### src/verilog/ext_irq_pkg.sv
package ext_irq_pkg;
   typedef logic [7:0] sfr_byte_t;
   // Register addresses on the special function bus
   localparam sfr_byte_t ENABLE_TWO_ADDR = 8'he7;
   localparam sfr_byte_t PRIORITY_TWO_ADDR = 8'hf7;
   localparam sfr_byte_t EXT_CONFIG_ADDR = 8'he4;
   localparam sfr_byte_t TIMER_CONTROL_ADDR = 8'h88;
   // Pages that reach the paged registers
   localparam sfr_byte_t PAGE_ZERO = 8'h00;
   localparam sfr_byte_t PAGE_CONFIG = 8'h0f;
   // Reset values
   localparam logic [2:0] ENABLE_TWO_RESET = 3'h0;
   localparam logic [2:0] PRIORITY_TWO_RESET = 3'h0;
   localparam sfr_byte_t EXT_CONFIG_RESET = 8'h00;
   localparam logic [1:0] EDGE_SELECT_RESET = 2'h0;
   localparam logic [1:0] PENDING_RESET = 2'h0;
   // Bit positions in the enable and priority registers
   localparam int PORT_MATCH_BIT = 2;
   localparam int CAN_CTRL_BIT = 1;
   localparam int DROPOUT_BIT = 0;
   localparam int IMPLEMENTED_BITS = 3;
   // Config register fields, one nibble per external input
   localparam int PIN_SELECT_LSB = 0;
   localparam int PIN_SELECT_WIDTH = 3;
   localparam int POLARITY_BIT = 3;
   localparam int CONFIG_STRIDE = 4;
   // Timer control fields, one bit pair per external input
   localparam int EDGE_SELECT_BIT = 0;
   localparam int PENDING_BIT = 1;
   localparam int TIMER_STRIDE = 2;
   localparam int EXT_COUNT = 2;
   localparam int PORT_PINS = 8;
endpackage

### src/verilog/ext_irq_and_enable_prio2.sv
// Overview of operation
// - Upper five bits read zero, writes ignored
// - Enable bit 2 gates port match request
// - Enable bit 1 gates CAN controller requests
// - Enable bit 0 gates regulator dropout request
// - Priority bit 2 sets port match level
// - Priority bit 1 sets CAN controller level
// - Priority bit 0 sets dropout level
// - Enable register at 0xE7, every page
// - Priority register at 0xF7, pages 0x00/0x0F
// - Polarity bit: 0 active low, 1 high
// - Timer control bit: 1 edge, 0 level
// - Pin watched without disturbing crossbar peripheral
// - Pending flags are timer control bits 1,3
// - Edge pending cleared when CPU vectors
// - Level pending mirrors input active state
// - Three-bit select picks port 1 pin
// - Polarity at config bits 7 and 3
module ext_irq_and_enable_prio2
#(
   parameter int PIN_COUNT = 8
)
(
   input wire logic clk,
   input wire logic reset_n,
   input wire ext_irq_pkg::sfr_byte_t sfr_addr,
   input wire ext_irq_pkg::sfr_byte_t sfr_page,
   input wire logic sfr_wr,
   input wire logic sfr_rd,
   input wire ext_irq_pkg::sfr_byte_t sfr_wdata,
   output logic [7:0] sfr_rdata,
   input wire logic [PIN_COUNT-1:0] port1_in,
   input wire logic port_match_src,
   input wire logic can_ctrl_src,
   input wire logic regulator_dropout_src,
   input wire logic [1:0] ext_vector_ack,
   output logic port_match_irq_req,
   output logic can_ctrl_irq_req,
   output logic regulator_dropout_irq_req,
   output logic port_match_irq_high,
   output logic can_ctrl_irq_high,
   output logic regulator_dropout_irq_high,
   output logic [1:0] ext_irq_req
);
   import ext_irq_pkg::*;

   // Refuse a port width the pin select cannot cover
   if (PIN_COUNT != PORT_PINS)
   begin : g_bad_width
      $error("PIN_COUNT must equal the port width");
   end

   logic [IMPLEMENTED_BITS-1:0] enable_two_reg;
   logic [IMPLEMENTED_BITS-1:0] priority_two_reg;
   sfr_byte_t config_reg;
   logic [1:0] edge_sel_reg;
   logic [1:0] pending_reg;
   logic [PIN_COUNT-1:0] pin_meta_reg;
   logic [PIN_COUNT-1:0] pin_sync_reg;
   logic [1:0] active_prev_reg;
   sfr_byte_t rdata_reg;
   logic [2:0] src_req_reg;
   logic [1:0] active;
   logic [1:0] rise;
   logic [1:0] raw_active;
   logic priority_page_ok;
   logic wr_enable;
   logic wr_priority;
   logic wr_config;
   logic wr_timer;
   sfr_byte_t rdata_next;

   // Write decode with page qualification
   assign priority_page_ok = (sfr_page == PAGE_ZERO) || (sfr_page == PAGE_CONFIG);
   assign wr_enable = sfr_wr && (sfr_addr == ENABLE_TWO_ADDR);
   assign wr_priority = sfr_wr && (sfr_addr == PRIORITY_TWO_ADDR) && priority_page_ok;
   assign wr_config = sfr_wr && (sfr_addr == EXT_CONFIG_ADDR) && (sfr_page == PAGE_CONFIG);
   assign wr_timer = sfr_wr && (sfr_addr == TIMER_CONTROL_ADDR);

   // Enable register, only the low three bits are stored
   always_ff @(posedge clk or negedge reset_n)
   begin
      if (!reset_n)
         enable_two_reg <= ENABLE_TWO_RESET;
      else if (wr_enable)
         enable_two_reg <= sfr_wdata[IMPLEMENTED_BITS-1:0];
   end

   // Priority register
   always_ff @(posedge clk or negedge reset_n)
   begin
      if (!reset_n)
         priority_two_reg <= PRIORITY_TWO_RESET;
      else if (wr_priority)
         priority_two_reg <= sfr_wdata[IMPLEMENTED_BITS-1:0];
   end

   // External input config: polarity and pin select
   always_ff @(posedge clk or negedge reset_n)
   begin
      if (!reset_n)
         config_reg <= EXT_CONFIG_RESET;
      else if (wr_config)
         config_reg <= sfr_wdata;
   end

   // Sensing type bits of the timer control register
   always_ff @(posedge clk or negedge reset_n)
   begin
      if (!reset_n)
         edge_sel_reg <= EDGE_SELECT_RESET;
      else if (wr_timer)
      begin
         edge_sel_reg[0] <= sfr_wdata[EDGE_SELECT_BIT];
         edge_sel_reg[1] <= sfr_wdata[EDGE_SELECT_BIT+TIMER_STRIDE];
      end
   end

   // Port pins only sampled, never driven
   always_ff @(posedge clk or negedge reset_n)
   begin
      if (!reset_n)
      begin
         // Idle level of the pins, so no false activation follows reset
         pin_meta_reg <= '1;
         pin_sync_reg <= '1;
      end
      else
      begin
         pin_meta_reg <= port1_in;
         pin_sync_reg <= pin_meta_reg;
      end
   end

   // Per input: pick pin, apply polarity, track pending flag
   for (genvar i = 0; i < EXT_COUNT; i++)
   begin : g_ext
      logic [PIN_SELECT_WIDTH-1:0] sel;
      logic pol;
      assign sel = config_reg[PIN_SELECT_LSB+i*CONFIG_STRIDE +: PIN_SELECT_WIDTH];
      assign pol = config_reg[POLARITY_BIT+i*CONFIG_STRIDE];
      assign active[i] = ~(pin_sync_reg[sel] ^ pol);
      assign raw_active[i] = ~(port1_in[sel] ^ pol);
      assign rise[i] = active[i] & ~active_prev_reg[i];

      always_ff @(posedge clk or negedge reset_n)
      begin
         if (!reset_n)
            active_prev_reg[i] <= 1'b0;
         else
            active_prev_reg[i] <= active[i];
      end

      // Activation beats any clear in the same cycle
      always_ff @(posedge clk or negedge reset_n)
      begin
         if (!reset_n)
            pending_reg[i] <= PENDING_RESET[i];
         else if (!edge_sel_reg[i])
            pending_reg[i] <= active[i];
         else if (rise[i])
            pending_reg[i] <= 1'b1;
         else if (wr_timer)
            pending_reg[i] <= sfr_wdata[PENDING_BIT+i*TIMER_STRIDE];
         else if (ext_vector_ack[i])
            pending_reg[i] <= 1'b0;
      end
   end

   // Masked requests toward the CPU
   always_ff @(posedge clk or negedge reset_n)
   begin
      if (!reset_n)
         src_req_reg <= 3'h0;
      else
      begin
         src_req_reg[PORT_MATCH_BIT] <= port_match_src & enable_two_reg[PORT_MATCH_BIT];
         src_req_reg[CAN_CTRL_BIT] <= can_ctrl_src & enable_two_reg[CAN_CTRL_BIT];
         src_req_reg[DROPOUT_BIT] <= regulator_dropout_src & enable_two_reg[DROPOUT_BIT];
      end
   end

   // Read mux, unmapped addresses read zero
   always_comb
   begin
      rdata_next = 8'h00;
      if (sfr_addr == ENABLE_TWO_ADDR)
         rdata_next[IMPLEMENTED_BITS-1:0] = enable_two_reg;
      else if ((sfr_addr == PRIORITY_TWO_ADDR) && priority_page_ok)
         rdata_next[IMPLEMENTED_BITS-1:0] = priority_two_reg;
      else if ((sfr_addr == EXT_CONFIG_ADDR) && (sfr_page == PAGE_CONFIG))
         rdata_next = config_reg;
      else if (sfr_addr == TIMER_CONTROL_ADDR)
      begin
         rdata_next[EDGE_SELECT_BIT] = edge_sel_reg[0];
         rdata_next[PENDING_BIT] = pending_reg[0];
         rdata_next[EDGE_SELECT_BIT+TIMER_STRIDE] = edge_sel_reg[1];
         rdata_next[PENDING_BIT+TIMER_STRIDE] = pending_reg[1];
      end
   end

   // Read data registered, held between reads
   always_ff @(posedge clk or negedge reset_n)
   begin
      if (!reset_n)
         rdata_reg <= 8'h00;
      else if (sfr_rd)
         rdata_reg <= rdata_next;
   end

   // Outputs straight from flip-flops
   assign sfr_rdata = rdata_reg;
   assign port_match_irq_req = src_req_reg[PORT_MATCH_BIT];
   assign can_ctrl_irq_req = src_req_reg[CAN_CTRL_BIT];
   assign regulator_dropout_irq_req = src_req_reg[DROPOUT_BIT];
   assign port_match_irq_high = priority_two_reg[PORT_MATCH_BIT];
   assign can_ctrl_irq_high = priority_two_reg[CAN_CTRL_BIT];
   assign regulator_dropout_irq_high = priority_two_reg[DROPOUT_BIT];
   assign ext_irq_req = pending_reg;
endmodule

### config.mk
export PLATFORM = sky130hd
export DESIGN_NAME = ext_irq_and_enable_prio2
export DESIGN_NICKNAME = d
export VERILOG_FILES = /design/src/verilog/ext_irq_pkg.sv /design/src/verilog/ext_irq_and_enable_prio2.sv
export SDC_FILE = /design/constraint.sdc
export NUM_CORES = 1
export LEC_CHECK = 0
export BUFFER_PORTS_ARGS = -buffer_cell sky130_fd_sc_hd__buf_2
export CAP_MARGIN = 20
export CORE_ASPECT_RATIO = 1.2
export CORE_UTILIZATION = 54
export DETAILED_ROUTE_END_ITERATION = 7
export PLACE_DENSITY_LB_ADDON = 0.08
export SYNTH_ARGS = -nofsm -noshare
export SYNTH_HDL_FRONTEND = slang
export SYNTH_SLANG_ARGS = --single-unit
### constraint.sdc
create_clock -name clk -period 3.35 [get_ports clk]
set_input_delay 0 -clock clk [delete_from_list [all_inputs] [get_ports clk]]
set_output_delay 0 -clock clk [all_outputs]
set_load 0.01 [all_outputs]
==> summary.md <==
| Metric | Value |
|---|---|
| Main synth FF type | dfrtp_1 |
| Initial antenna violation count | 0 |
| Final Cell Area | 0.00258 sq mm |
| H-tree depth | 2 |
| Largest net degree at the start of global routing | 48 |
| Min-delay src | sfr_wdata[2] |
| Placed inst area | 0.00227 sq mm |
| First-pass GRT wire length | 6.56 mm |
| R2R depth | 4 |
| 1st-iter DRT viols | 93 |
| Setup Fix Bufs, Post-CTS | 0 |
| Hold WS | 0.00913 ns |
| Power density over the cells | 417 mW/mm^2 |
| Reg-to-reg critical path endpoint | ext_irq_req[0] |
| CP required | 3.53 ns |
| Syn. warnings | 0 |
| # clock sinks | 47 |
| Unrepaired setup endpoints after global routing | false |
| Post-route ant nets | 0 |
| Area of the core | 0.00340 sq mm |
| Worst-Margin Slew | 0.409 ns |
| Relative slew slack | 72.5% |
| Multi-input logic area | 736 sq um |
| Finished Core Util | 75.9% |
| Worst flop-to-flop path startpoint | config_reg[0] |
| Final setup fails | 0 |
| Final WL | 4.04 mm |
| Post-detailed-route DRC marker count | 10 |
| Pre-antenna DRT Iters | 6 |
| Syn Nets | 176 |
| Static Leakage | 0.00126 uW |
| Root Driver | clkbuf_8 |
| Starting Density | 57.4% |
| Synth Instances | 135 |
| Total congestion overflow | 0 |
| Area growth syn-to-layout | 32.1% |
| TritonCTS Buffers | 5 |
| Critical path, cell by cell | mux4_2 > mux2i_1 > xor2_1 > a22o_1 |
| Critical Path Sink Type | flop |
| FILL cells | 222 |
| Share of cells above drive strength 1 | 51.9% |
| Top cell type's share of synthesized area | 39.8% |
| DIE AREA | 0.00386 sq mm |
| Failing checks | design-rule violations |
| Crit path arrival time | 1.80 ns |
| DIE HEIGHT | 67.8 um |
| Flop and latch count out of synthesis | 47 |
| Worst VDD drop | 0.000322 V |
| Count of input and output buffers | 56 |
| EDFF count, synth | 0 |
| Max cap viols | 0 |
| WP buf/inv | 0 |
| Slew Limit Fails | 0 |
| Clock skew | 0.00396 ns |
| Worst hold path type | in2reg |
| CTS tree | built |
| Distinct cells, synth | 37 |
| Crit path max-delay family | multiplexers |
| Final total power | 1070 uW |
| Avg Inst Size Synth | 14.4 sq um |
| I/O pins | 57 |
| Die outline width | 56.9 um |
| Crit Path Max Fanout | 4 |
| CP max stage delay | 0.52 ns |
| HPWL after detailed placement | 2.90 mm |
| Count leader, synth | dfrtp_1 |
| Top cells by area, synth | dfrtp_1 40%, dfstp_2 22%, mux2_2 9.2%, mux4_2 4.6%, nand2_1 1.9% |
| Setup TNS | 0 ns |
| DR vias | 1398 |
| Status | finished, violations left |
| Sequential area share after synthesis | 61.3% |
| Crit Path Class | reg2reg |
| Async set-reset flop share out of synthesis | 100% |
| Clk_lat worst skew | 0.28 ns |
| GP Congestion | 0.785 |
| Endpoint of the worst hold-timing path | edge_sel_reg[1] |
| Tot GR Track Use | 22.9% |
| Synthesized area | 0.00195 sq mm |
| Wirelength per Cell | 16.0 um |
| Fmax | 619 MHz |
| Worst Hold Depth | 2 |
| Period minus WS final | 1.62 ns |
| Clock buffer depth | 2 |
| Hold Fails Final Rpt | 0 |
| Vias in the first global route | 1475 |
| Clock-pin slew on the worst setup and hold paths | 0.08 ns |
| Slowest cell on the critical path | mux4_2 |
| Routed vias/inst | 5.53 |
| Synth top cells by count | 31 x dfrtp_1, 16 x dfstp_2, 16 x mux2_2, 10 x nand2_1, 5 x nor3_1 |
| Startpoint Class | flop |
| FF+latch area | 0.00120 sq mm |
| Diode count | 0 |
| Rows | 23 |
| Final nets | 256 |
| Tcrit/Tclk final | 48.2% |
| R2r setup slk | 1.73 ns |
| Cell count along the critical path | 4 |
| Cell accounting for the most synthesized area | dfrtp_1 |
==> what timing repair did <==
item,CTS,global route
endpoints found under the hold margin,47,0
gates resized for setup,0,0
hold buffers,17,0
==> layout by cell type, fill, tap and decap left out, types with 3 or more instances in the layout <==
master / synthesis / routed
clkbuf_8: 0 / 6
buf_2: 0 / 56
mux4_2: 4 / 4
inv_1: 4 / 4
and2_1: 3 / 3
mux2_2: 16 / 16
dlygate4sd3_1: 0 / 17
a22o_2: 3 / 3
dfstp_2: 16 / 16
a211oi_1: 3 / 3
dfrtp_1: 31 / 31
nand2_1: 10 / 10
nor3_1: 5 / 5
==> logic make-up after synthesis <==
kind of cell    count (synthesis)  synth area share [%]
mux                            24                  16.0
xor+xnor                        2                 0.898
flops                          47                  61.3
compound gates                 18                  7.44
buf+inv                         5                 0.962
simple gates                   39                  13.3
==> how the worst max path moves through the flow <==
stage | from | endpoint
after floorplan | config_reg[0] | ext_irq_req[0]
after detailed placement | sfr_page[5] | config_reg[6]
after global routing | config_reg[0] | ext_irq_req[0]
after CTS | config_reg[0] | ext_irq_req[0]
final | config_reg[0] | ext_irq_req[0]
after global placement | config_reg[0] | ext_irq_req[0]
==> through the flow <==
step	instances	worst slack, ns
finish	253	1.73
floorplan	135	1.90
CTS	252	1.73
global route	253	1.68
global placement	227	1.76
detailed placement	227	1.69
==> layout make-up <==
type	instances	share of cell area, %
clock buffers	7	4.18
clock inverters	1	0.194
inverters	4	0.583
multi-input cells	83	28.6
flip-flops and latches	47	46.4
well taps	37	1.80
repair buffers	74	18.3
==> worst register-to-register path: stages (launching register included) <==
cell and delay, ns:
dfrtp_1 0.45, mux4_2 0.52, mux2i_1 0.22, xor2_1 0.12, a22o_1 0.20
==> power by group <==
part	internal (uW)	switching, uW
logic	48.0	41.2
registers	592	9.24
clock network	211	172
==> routing by layer <==
| metal | vias up | GRT usage, % | wire [um] |
|---|---|---|---|
| li1 | 655 | - | - |
| met1 | 688 | 24.9 | 1580 |
| met2 | 50 | 44.5 | 2270 |
| met3 | 5 | 4.16 | 153 |
| met4 | 0 | 9.15 | 40 |
| met5 | - | 0 | 0 |
(Power assumes the default switching activity.)
